## src/include/iecs_map.svh

```systemverilog
// offsets, field positions, reset values and constants of the interrupt
// control and context shadow block; assumes word-aligned AHB-Lite access
`ifndef IECS_MAP_SVH
`define IECS_MAP_SVH

// register byte offsets (low address byte)
`define IECS_ADDR_INTCTL      8'h00
`define IECS_ADDR_PEN_ONE     8'h04
`define IECS_ADDR_PEN_TWO     8'h08
`define IECS_ADDR_STATE       8'h0C
// shadow bank, one byte per word, indices 0..7
`define IECS_ADDR_SHADOW_BASE 8'h40
`define IECS_ADDR_SHADOW_LAST 8'h5C

// core_interrupt_control fields
`define IECS_GIE_BIT          7
`define IECS_PERIPHERAL_IRQ_GATE_BIT         6
`define IECS_T0_EN_BIT        5
`define IECS_EDGE_EN_BIT      4
`define IECS_PCHG_EN_BIT      3
`define IECS_T0_FLAG_BIT      2
`define IECS_EDGE_FLAG_BIT    1
`define IECS_PCHG_FLAG_BIT    0

// reset values and implemented-bit masks
`define IECS_INTCTL_RESET     8'h00
`define IECS_PEN_ONE_RESET    8'h00
`define IECS_PEN_TWO_RESET    8'h00
`define IECS_PEN_TWO_MASK     8'h89

// interrupt vector and program counter width
`define IECS_PC_WIDTH         15
`define IECS_VECTOR           15'h0004

// shadow layout: working, status, bank, ptr0 lo/hi, ptr1 lo/hi, pc latch
`define IECS_SHADOW_DEPTH     8
`define IECS_SHADOW_MASK      64'h7FFF_FFFF_FF1F_E7FF

`endif

```

## src/include/iecs_pkg.sv

```systemverilog
// types of the interrupt control and context shadow block
// assumes iecs_map.svh is on the include path
`include "iecs_map.svh"

package iecs_pkg;

  typedef enum logic [1:0] {
    st_idle   = 2'b00,
    st_entry  = 2'b01,
    st_return = 2'b10
  } iecs_state_t;

  typedef struct packed {
    iecs_state_t                state;
    logic [7:0]                 intctl;
    logic [7:0]                 pen_one;
    logic [7:0]                 pen_two;
    logic [2:0]                 edge_sync;
    logic                       wr_pend;
    logic [7:0]                 wr_addr;
    logic                       hreadyout;
    logic                       hresp;
    logic [31:0]                hrdata;
    logic                       irq_request;
    logic                       flush_prefetch;
    logic                       stack_push;
    logic                       stack_pop;
    logic                       pc_load;
    logic                       context_restore;
    logic [`IECS_PC_WIDTH-1:0]  push_pc;
    logic [`IECS_PC_WIDTH-1:0]  pc_load_value;
  } iecs_ctrl_t;

  typedef struct packed {
    logic [`IECS_SHADOW_DEPTH-1:0][7:0] bytes;
  } iecs_shadow_t;

endpackage

```

## src/core/iecs_context_shadow.sv

```systemverilog
// context shadow copies: captured on interrupt entry, software accessible
// assumes save and write strobes come from logic on ref_clk
`timescale 1ns/1ps
`include "iecs_map.svh"

module iecs_context_shadow (
  input  wire logic        ref_clk,
  input  wire logic        reset,
  input  wire logic        save,
  input  wire logic [7:0]  live_working,
  input  wire logic [7:0]  live_status,
  input  wire logic [4:0]  live_bank,
  input  wire logic [15:0] live_ptr0,
  input  wire logic [15:0] live_ptr1,
  input  wire logic [6:0]  live_pc_latch,
  input  wire logic        wr_en,
  input  wire logic [2:0]  wr_idx,
  input  wire logic [7:0]  wr_data,
  output logic [63:0]      shadow_bytes
);
  import iecs_pkg::*;

  iecs_shadow_t q;
  iecs_shadow_t n;
  logic [63:0]  live_all;

  assign live_all = {1'b0, live_pc_latch, live_ptr1, live_ptr0,
                     3'b000, live_bank, live_status, live_working};

  always_comb begin
    n = q;
    if (wr_en) begin
      n.bytes[wr_idx] = wr_data;
    end
    if (save) begin
      n.bytes = live_all;
    end
    n.bytes = n.bytes & `IECS_SHADOW_MASK;
  end

  always_ff @(posedge ref_clk) begin
    if (reset) begin
      q <= '0;
    end else begin
      q <= n;
    end
  end

  assign shadow_bytes = q.bytes;
endmodule // iecs_context_shadow

```

## src/core/iecs_irq_ctrl.sv

```systemverilog
// interrupt gating, enable registers, entry/return sequencing with shadows
// assumes AHB-Lite single word transfers; core strobes on ref_clk
//
// Implementation choices: register access over AHB-Lite and the register offsets.
`timescale 1ns/1ps
`include "iecs_map.svh"

module iecs_irq_ctrl #(
  parameter int HADDR_WIDTH = 32
) (
  input  wire logic                   ref_clk,
  input  wire logic                   reset,
  // AHB-Lite slave
  input  wire logic                   hsel,
  input  wire logic [HADDR_WIDTH-1:0] haddr,
  input  wire logic [1:0]             htrans,
  input  wire logic                   hwrite,
  input  wire logic [2:0]             hsize,
  input  wire logic [31:0]            hwdata,
  input  wire logic                   hready,
  output logic                        hreadyout,
  output logic                        hresp,
  output logic [31:0]                 hrdata,
  // interrupt sources
  input  wire logic                   timer_zero_overflow,
  input  wire logic                   edge_pin,
  input  wire logic                   edge_rising_select,
  input  wire logic [7:0]             port_b_change_flags,
  input  wire logic [7:0]             periph_flags_one,
  input  wire logic [7:0]             periph_flags_two,
  // core sequencer
  input  wire logic                   core_irq_accept,
  input  wire logic                   core_return_exec,
  input  wire logic [14:0]            core_pc,
  input  wire logic [7:0]             live_working,
  input  wire logic [7:0]             live_status,
  input  wire logic [4:0]             live_bank,
  input  wire logic [15:0]            live_ptr0,
  input  wire logic [15:0]            live_ptr1,
  input  wire logic [6:0]             live_pc_latch,
  output logic                        irq_request,
  output logic                        flush_prefetch,
  output logic                        stack_push,
  output logic [14:0]                 push_pc,
  output logic                        stack_pop,
  output logic                        pc_load,
  output logic [14:0]                 pc_load_value,
  output logic                        context_restore,
  output logic [7:0]                  restore_working,
  output logic [7:0]                  restore_status,
  output logic [4:0]                  restore_bank,
  output logic [15:0]                 restore_ptr0,
  output logic [15:0]                 restore_ptr1,
  output logic [6:0]                  restore_pc_latch
);
  import iecs_pkg::*;

  if (HADDR_WIDTH < 8) begin : g_bad_width
    $error("haddr must be at least 8 bits wide");
  end

  iecs_ctrl_t  q;
  iecs_ctrl_t  n;
  logic [63:0] shadow_bytes;
  logic        shadow_save;
  logic        shadow_wr;
  logic [7:0]  addr_lo;
  logic        addr_phase;
  logic        edge_event;
  logic        pchg_summary;
  logic [2:0]  core_hits;
  logic        periph_hit;

  function automatic logic is_shadow(input logic [7:0] a);
    return a >= `IECS_ADDR_SHADOW_BASE && a <= `IECS_ADDR_SHADOW_LAST;
  endfunction

  function automatic logic [2:0] shadow_idx(input logic [7:0] a);
    logic [7:0] off;
    off = a - `IECS_ADDR_SHADOW_BASE;
    return off[4:2];
  endfunction

  assign addr_lo    = haddr[7:0];
  assign addr_phase = hsel && htrans[1] && hready;

  assign pchg_summary = |port_b_change_flags;

  // capture only when an entry is taken
  assign shadow_save = (q.state == st_idle) && core_irq_accept &&
                       q.irq_request;
  // software writes into the shadow bank
  assign shadow_wr   = q.wr_pend && is_shadow(q.wr_addr);

  // edge detect on the synchronised pin
  assign edge_event = edge_rising_select ?
                      (q.edge_sync[1] && !q.edge_sync[2]) :
                      (!q.edge_sync[1] && q.edge_sync[2]);

  always_comb begin
    n = q;
    n.flush_prefetch  = 1'b0;
    n.stack_push      = 1'b0;
    n.stack_pop       = 1'b0;
    n.pc_load         = 1'b0;
    n.context_restore = 1'b0;
    n.hreadyout       = 1'b1;
    n.hresp           = 1'b0;
    n.edge_sync       = {q.edge_sync[1:0], edge_pin};

    // address phase: latch writes, prepare read data
    n.wr_pend = addr_phase && hwrite;
    if (addr_phase && hwrite) begin
      n.wr_addr = addr_lo;
    end
    if (addr_phase && !hwrite) begin
      n.hrdata = 32'h0000_0000;
      if (is_shadow(addr_lo)) begin
        n.hrdata[7:0] = shadow_bytes[8*shadow_idx(addr_lo) +: 8];
      end else begin
        unique case (addr_lo)
          `IECS_ADDR_INTCTL: begin
            n.hrdata[7:0] = {q.intctl[7:1], pchg_summary};
          end
          `IECS_ADDR_PEN_ONE: n.hrdata[7:0] = q.pen_one;
          `IECS_ADDR_PEN_TWO: n.hrdata[7:0] = q.pen_two;
          `IECS_ADDR_STATE: begin
            n.hrdata[3:0] = {q.irq_request, 1'b0, q.state};
          end
          default: n.hrdata = 32'h0000_0000;
        endcase
      end
    end

    // data phase: commit the write
    if (q.wr_pend) begin
      unique case (q.wr_addr)
        `IECS_ADDR_INTCTL: begin
          // bits 7..1 writable, bit 0 read-only
          n.intctl[7:1] = hwdata[7:1];
        end
        `IECS_ADDR_PEN_ONE: begin
          n.pen_one = hwdata[7:0];
        end
        `IECS_ADDR_PEN_TWO: begin
          n.pen_two = hwdata[7:0] & `IECS_PEN_TWO_MASK;
        end
        default: n.pen_two = n.pen_two;
      endcase
    end

    // flags set whatever the enables; set beats a clear
    if (timer_zero_overflow) begin
      n.intctl[`IECS_T0_FLAG_BIT] = 1'b1;
    end
    if (edge_event) begin
      n.intctl[`IECS_EDGE_FLAG_BIT] = 1'b1;
    end
    n.intctl[`IECS_PCHG_FLAG_BIT] = 1'b0;

    unique case (q.state)
      st_idle: begin
        if (core_irq_accept && q.irq_request) begin
          // flush, clear gate, push return address
          n.flush_prefetch = 1'b1;
          n.stack_push     = 1'b1;
          n.push_pc        = core_pc;
          n.intctl[`IECS_GIE_BIT] = 1'b0;
          n.state          = st_entry;
        end else if (core_return_exec) begin
          // pop, restore context, reopen global gate
          n.stack_pop       = 1'b1;
          n.context_restore = 1'b1;
          n.intctl[`IECS_GIE_BIT] = 1'b1;
          n.state           = st_return;
        end
      end
      st_entry: begin
        n.pc_load       = 1'b1;
        n.pc_load_value = `IECS_VECTOR;
        n.state         = st_idle;
      end
      st_return: begin
        n.state = st_idle;
      end
      default: n.state = st_idle;
    endcase

    // request from gated flag and enable pairs
    core_hits = n.intctl[5:3] & {n.intctl[`IECS_T0_FLAG_BIT],
                                 n.intctl[`IECS_EDGE_FLAG_BIT],
                                 pchg_summary};
    // peripheral sources need the peripheral gate
    periph_hit = n.intctl[`IECS_PERIPHERAL_IRQ_GATE_BIT] &&
                 |((n.pen_one & periph_flags_one) |
                   (n.pen_two & periph_flags_two));
    // global gate holds pending sources back
    n.irq_request = n.intctl[`IECS_GIE_BIT] &&
                    (|core_hits || periph_hit) &&
                    (n.state == st_idle);
  end

  // every reset clears enables and gates
  always_ff @(posedge ref_clk) begin
    if (reset) begin
      q <= '0;
      // pin history keeps running so an idle-high pin gives no false edge
      q.edge_sync <= n.edge_sync;
    end else begin
      q <= n;
    end
  end

  iecs_context_shadow u_shadow (
    .ref_clk       (ref_clk),
    .reset         (reset),
    .save          (shadow_save),
    .live_working  (live_working),
    .live_status   (live_status),
    .live_bank     (live_bank),
    .live_ptr0     (live_ptr0),
    .live_ptr1     (live_ptr1),
    .live_pc_latch (live_pc_latch),
    .wr_en         (shadow_wr),
    .wr_idx        (shadow_idx(q.wr_addr)),
    .wr_data       (hwdata[7:0]),
    .shadow_bytes  (shadow_bytes)
  );

  assign hreadyout       = q.hreadyout;
  assign hresp           = q.hresp;
  assign hrdata          = q.hrdata;
  assign irq_request     = q.irq_request;
  assign flush_prefetch  = q.flush_prefetch;
  assign stack_push      = q.stack_push;
  assign push_pc         = q.push_pc;
  assign stack_pop       = q.stack_pop;
  assign pc_load         = q.pc_load;
  assign pc_load_value   = q.pc_load_value;
  assign context_restore = q.context_restore;
  // restore values come straight from the shadow copies
  assign restore_working  = shadow_bytes[7:0];
  assign restore_status   = shadow_bytes[15:8];
  assign restore_bank     = shadow_bytes[20:16];
  assign restore_ptr0     = shadow_bytes[39:24];
  assign restore_ptr1     = shadow_bytes[55:40];
  assign restore_pc_latch = shadow_bytes[62:56];
endmodule // iecs_irq_ctrl

```

## config.mk

```make
export PLATFORM = sky130hd
export DESIGN_NAME = iecs_irq_ctrl
export DESIGN_NICKNAME = d
export VERILOG_FILES = /design/src/include/iecs_pkg.sv /design/src/core/iecs_context_shadow.sv /design/src/core/iecs_irq_ctrl.sv
export VERILOG_INCLUDE_DIRS = /design/src /design/src/include
export SDC_FILE = /design/constraint.sdc
export NUM_CORES = 1
export LEC_CHECK = 0
export BUFFER_PORTS_ARGS = -buffer_cell sky130_fd_sc_hd__buf_2
export CAP_MARGIN = 20
export CORE_UTILIZATION = 43
export DETAILED_ROUTE_END_ITERATION = 10
export PLACE_DENSITY = 0.77
export SLEW_MARGIN = 10
export SYNTH_ARGS = -nofsm -noshare
export SYNTH_HDL_FRONTEND = slang
export SYNTH_HIERARCHICAL = 1
export SYNTH_SLANG_ARGS = --single-unit
```

## constraint.sdc

```tcl
create_clock -name ref_clk -period 2.15 [get_ports ref_clk]
set_input_delay 0.1075 -clock ref_clk [delete_from_list [all_inputs] [get_ports ref_clk]]
set_output_delay 0.1075 -clock ref_clk [all_outputs]
set_load 0.02 [all_outputs]
```

==> results of run 1 <==
-- worst paths after layout --
kind | endpoint | startpoint | slack, ns
worst max register to register | irq_request | q[71] | -0.13
worst max-delay path | irq_request | q[71] | -0.13
worst min-delay path | q[99] | edge_rising_select | 0.04
worst min register to register | n[81] | n[80] | 0.32
-- cell type report --
| cell class | count | area share, % |
|---|---|---|
| flip-flops and latches | 124 | 28.8 |
| repair buffers | 273 | 19.2 |
| inverters | 6 | 0.290 |
| clock inverters | 10 | 2.16 |
| clock buffers | 22 | 5.49 |
| multi-input cells | 495 | 41.1 |
| well taps | 211 | 3.06 |
| diodes | 1 | 0.0290 |
-- per-layer routing --
metal	share of wire [%]	track usage, %	wire length, um	vias up
met5	0	0	0	-
met4	3.1	12.3	681	0
met3	9.1	7.37	2000	57
met2	48	42.7	10400	340
met1	40	33.8	8740	3057
li1	-	-	-	2964
-- synth_stat cells, types with 2 or more instances --
cell | number | area, sq um
and4b_1 | 4 | 40.0
and3_1 | 2 | 12.5
nand2_1 | 68 | 255
buf_4 | 78 | 586
mux4_2 | 19 | 428
nor3b_1 | 2 | 15.0
buf_2 | 17 | 85.1
clkbuf_1 | 20 | 75.1
or2_1 | 4 | 25.0
nor4b_4 | 2 | 47.6
dfxtp_1 | 124 | 2480
nand3_1 | 4 | 20.0
conb_1 | 2 | 7.51
mux2_1 | 2 | 22.5
a31oi_1 | 2 | 12.5
nor4_1 | 3 | 18.8
nor3_1 | 52 | 260
a21oi_1 | 38 | 190
and2_1 | 12 | 75.1
and4bb_2 | 2 | 25.0
a211oi_1 | 44 | 330
a222oi_1 | 2 | 20.0
nor2_1 | 38 | 143
inv_1 | 5 | 18.8
buf_1 | 3 | 11.3
nor2b_1 | 10 | 62.6
a32oi_1 | 29 | 254
mux2i_1 | 24 | 240
or2_0 | 2 | 12.5
o21ai_0 | 5 | 25.0
a211oi_2 | 25 | 313
a22oi_1 | 30 | 225
mux2_2 | 5 | 56.3
buf_6 | 13 | 146
or4_4 | 2 | 22.5
and4bb_1 | 2 | 25.0
-- state kept, by name, summed over array words and instances (netlist names) --
register	cells
hrdata	8
irq_request	1
u_shadow/shadow_bytes	58
context_restore	1
push_pc	15
n	2
pc_load_value	1
pc_load	1
q	35
flush_prefetch	1
hreadyout	1
-- report_power, final --
part           internal, uW  switching, uW
logic                   213            333
registers              2330           20.4
clock network          2150           1030
-- cells by family after synthesis --
family / after synthesis
AND/OR/NAND/NOR: 216
AO/OA/AOI/OAI: 184
buffers and inverters: 138
flip-flops: 124
multiplexers: 50
other: 2
-- worst min-delay path, delay by kind of cell --
kind                   cells  cell delay (ns)
AO/OA/AOI/OAI              1             0.09
buffers and inverters      1             0.09
AND/OR/NAND/NOR            2             0.12
-- what timing repair did --
action / 4_1_cts / 5_1_grt
pin swaps: 0 / 0
setup endpoints to repair: 1 / 43
hold buffers: 23 / 0
endpoints found under the hold margin: 24 / 0
gates resized for setup: 1 / 7
-- per-stage QoR --
| step | power, uW | util (%) | hold slack [ns] | worst slack (ns) | TNS, ns |
|---|---|---|---|---|---|
| after floorplan | 2730 | - | 0.135 | -0.0127 | -0.0262 |
| after global placement | 2890 | 50.6 | 0.212 | -0.0444 | -0.0444 |
| after detailed placement | 2900 | 50.6 | 0.214 | -0.0822 | -0.0822 |
| after CTS | 6090 | 56.4 | 0.0291 | -0.0943 | -0.0943 |
| after global routing | 6240 | 56.6 | 0.0495 | -0.175 | -0.175 |
| final | 6080 | 56.6 | 0.0428 | -0.129 | -0.129 |
==> reports/results.ini, run 1 <==
[drt]
via_per_inst=5.62
vias=6418
wirelength_um=21900
dr.pass1.iters=5
drc_errors=0
wl_per_cell_um=19.1
drt_iter0_drc=623
antenna_left=0

[worst_setup_path]
cp_num_buf_inv=0
cp.depth=6
cp-end-kind=register
crit_required_ns=2.44
cpMostUsedCell=or4_4
arrival_ns=2.57
setup.worst_path.start_class=register
cp_max_fo=7
cp_top_family=simple AND/OR/NAND/NOR gates
rr_worst_depth=6
worst_path_largest_cell_delay_ns=0.56
cp_slowest_cell=or4_4
critPathKind=reg -> reg
worstPathCellList=or4_4 -> or4_4 -> mux2i_1 -> a21oi_1 -> o311ai_2 -> o31ai_1

[grt]
overflow=0
grt_use_total_pct=26.8
antenna_found_initial=2
grt_start_max_net_pins=94
grt_pass1_wl_um=32900
grt_pass1_vias=6053

[timing]
setup_violations=1
layout_min_cycle_time_ns=2.28
skew_ns=0.00945
rsz0062_at_grt=true
finalCritPeriodShare_pct=106
slew-limit-headroom_pct=50.1
fin_ws_ns=-0.129
tightest_slew_ns=0.748
finalHoldViolCount=0
slew_viol_final=0
clock.fmax_mhz=439

[final_layout]
stdcell_area_sq_mm=0.00864
layout.nets=1095
fillers=1386
regArea_sq_mm=0.00248
areaGrowthSynthToFinish_pct=27.7
final_common_cell=buf_2
instances_no_fill=1142
final_cell_mix=buf_2 (211), dfxtp_1 (123), nand2_1 (68)
multi_input_area_sq_mm=0.00355
layout-drive-gt1-share_pct=37.6

[power_and_ir_drop]
ir_worst_vdd_uv=503
p_per_area_mw_per_mm2=704
leakage_uw=0.00358

[run_status]
status=complete, but fails checks
violations=negative setup slack

[placed_design]
dp.cells=1086
dpl-instance-area_sq_mm=0.00771
gp_congestion=0.861
dp_hpwl_um=15500
io_buffers=212

[synthesis]
ys_warn_count=6
netlist_instances=714
synthAdderAreaFrac_pct=0
synthFlopType=dfxtp_1
async_flop_share_pct=0
seq_area_frac_synth_pct=36.7
synthMuxAreaShare_pct=11.0
synth_xor_area_share_pct=0
yosys.area_share.simple_pct=16.8
avgSynthCellArea_sq_um=9.48
ys_types=54
netlist_area_sq_mm=0.00677
synth_edf_count=0
synth_compound_area_share_pct=21.6
synth_top_family_by_area=compound AO/OA/AOI/OAI gates
ys_ff_latch=124

[die]
die_area_sq_mm=0.0162
start_util_pct=44.3
rows=45
die_h_um=127
die_w_um=127
io_pins=308
coreArea_sq_mm=0.0153

[clock_network]
tritoncts=yes
cts_root_buf=clkbuf_16
path_clk_slew_ns=0.06
post_cts_buffers=0
insertion_delay_ns=0.42
cts_buffer_depth=2
clock-sinks=124
htree_num_levels=4
cts_buffers=17

[hold_path]
hold_path.class=in -> reg
holdPathStages=4

[run]
maxCapViolCount=0

(Power assumes the default switching activity.)
==> inputs of run 2 (changes only) <==
--- a/config.mk
+++ b/config.mk
@@ -11,6 +11,7 @@
 export CORE_UTILIZATION = 43
 export DETAILED_ROUTE_END_ITERATION = 10
 export PLACE_DENSITY = 0.77
+export REMOVE_ABC_BUFFERS = 1
 export SLEW_MARGIN = 10
 export SYNTH_ARGS = -nofsm -noshare
 export SYNTH_HDL_FRONTEND = slang
==> reports/results.ini, run 2 (synthesis results as in run 1) <==
[timing]
tightest_slew_ns=0.584  ; -0.163 ns
whs_ns=0.0156  ; -0.0272 ns
layout_min_cycle_time_ns=2.27  ; -0.00488 ns
skew_ns=0.0106  ; +0.00118 ns
slew-limit-headroom_pct=60.9  ; +11 points
fin_ws_ns=-0.124  ; +0.00488 ns
finalCritPeriodShare_pct=106  ; -0.23 points
setup_violations=1  ; unchanged
rsz0062_at_grt=true
clock.fmax_mhz=440  ; +0.21%
slew_viol_final=0  ; unchanged
finalHoldViolCount=0  ; unchanged

[die]
die_h_um=127  ; unchanged
coreArea_sq_mm=0.0153  ; unchanged
die_w_um=127  ; unchanged
rows=45  ; unchanged
die_area_sq_mm=0.0162  ; unchanged
start_util_pct=44.3  ; unchanged
io_pins=308  ; unchanged

[grt]
overflow=0  ; unchanged
antenna_found_initial=0  ; -2
grt_use_total_pct=27.0  ; +0.22 points
grt_start_max_net_pins=77  ; -18%
grt_pass1_wl_um=33300  ; +1.2%
grt_pass1_vias=6012  ; -0.68%

[final_layout]
final_common_cell=buf_2
layout.nets=1100  ; +0.46%
largest_reg_flops=58  ; unchanged
utilization_pct=56.4  ; -0.22 points
instances_no_fill=1146  ; +0.35%
layout-drive-gt1-share_pct=38.3  ; +0.65 points
areaGrowthSynthToFinish_pct=27.2
final_cell_mix=buf_2 (211), dfxtp_1 (123), nand2_1 (68)
fillers=1325  ; -4.4%
n_antenna_cell=0  ; -1

[placed_design]
gp_congestion=0.899  ; +4.4%
dp_hpwl_um=16000  ; +3.0%
dp.cells=1091  ; +0.46%
io_buffers=212  ; unchanged

[drt]
vias=6446  ; +0.44%
drt_iter0_drc=568  ; -8.8%
wl_per_cell_um=19.1  ; about the same
dr.pass1.iters=5  ; unchanged
wirelength_um=21900  ; +0.34%
antenna_left=0  ; unchanged
via_per_inst=5.62  ; about the same
drc_errors=0  ; unchanged

[clock_network]
htree_num_levels=4  ; unchanged
cts_buffer_depth=2  ; unchanged
insertion_delay_ns=0.42  ; about the same
tritoncts=yes
path_clk_slew_ns=0.06  ; about the same
cts_buffers=17  ; unchanged
clock-sinks=124  ; unchanged
cts_root_buf=clkbuf_16

[worst_setup_path]
cp-end-kind=register
cp_max_fo=7  ; unchanged
setup.worst_path.start_class=register
critPathKind=reg -> reg
arrival_ns=2.60  ; +0.03 ns
r2r_setup_slack_ns=-0.12  ; about the same
crit_required_ns=2.48  ; +0.04 ns

[hold_path]
hold_path.class=in -> reg

[run_status]
status=complete, but fails checks
violations=negative setup slack

[power_and_ir_drop]
leakage_uw=0.00357  ; -0.28%
ir_worst_vdd_uv=540  ; +7.4%
p_per_area_mw_per_mm2=690  ; -2.0%

[run]
maxCapViolCount=0  ; unchanged

[run 2: cell count changes in the layout (fill, tap and decap cells not counted), sizes merged]
cell      delta
diode        -1
clkinvlp     +2
clkbuf       -2
buf          +5
bufinv       -1
clkinv       +1
[run 2: routing by layer]
layer  vias to the layer above  global-route usage [%]  wire [um]
li1                       2964                       -          -
met1                      3016                    36.0       9050
met2                       414                    42.6      10300
met3                        52                    5.70       2000
met4                         0                    11.1        608
met5                         -                       0          0
[run 2: worst paths after layout]
kind,start,endpoint,depth (start not counted)
worst max-delay path,q[70],irq_request,7
worst min-delay path,edge_rising_select,q[99],4
worst max register to register,q[70],irq_request,7
worst min register to register,n[80],n[81],0
[run 2: where the power goes]
| group | internal [uW] | total, uW | switching, uW |
|---|---|---|---|
| Combinational | 213 | 544 | 331 |
| Clock | 1990 | 3040 | 1050 |
| Sequential | 2330 | 2350 | 21.6 |
[run 2: timing repair]
| action | CTS | global route |
|---|---|---|
| endpoints found under the setup margin | 9 | 44 |
| cloned | 0 | 0 |
| hold buffers | 23 | 0 |
| endpoints found under the hold margin | 24 | 0 |
| buffers inserted | 0 | 0 |
| resized for setup | 4 | 7 |
[run 2: layout make-up]
class / instances / area [sq um] / share of cell area (%)
inverter: 6 / 25.0 / 0.291
sequential: 124 / 2480 / 28.9
multi-input combinational: 495 / 3550 / 41.3
tap: 211 / 264 / 3.07
timing repair buffer: 278 / 1650 / 19.2
clock buffer: 20 / 457 / 5.31
clock inverter: 12 / 169 / 1.96
[run 2: worst max-delay path, stage by stage, from the launching register on]
cell	delay (ns)
dfxtp_1	0.33
or4_4	0.56
or4_4	0.55
mux2i_1	0.18
a211oi_2	0.26
buf_4	0.15
o311ai_2	0.09
o31ai_1	0.08
[run 2: stage by stage]
stage	total power (uW)	setup TNS, ns	cell area [sq um]	setup WS [ns]
6_report	5940	-0.124	8600	-0.124
5_1_grt	6100	-0.198	8600	-0.198
4_1_cts	5950	-0.104	8580	-0.104
3_5_place_dp	2900	-0.510	7710	-0.155
3_3_place_gp	2890	-0.0913	7710	-0.0913
2_1_floorplan	2600	-141.89	6020	-2.19
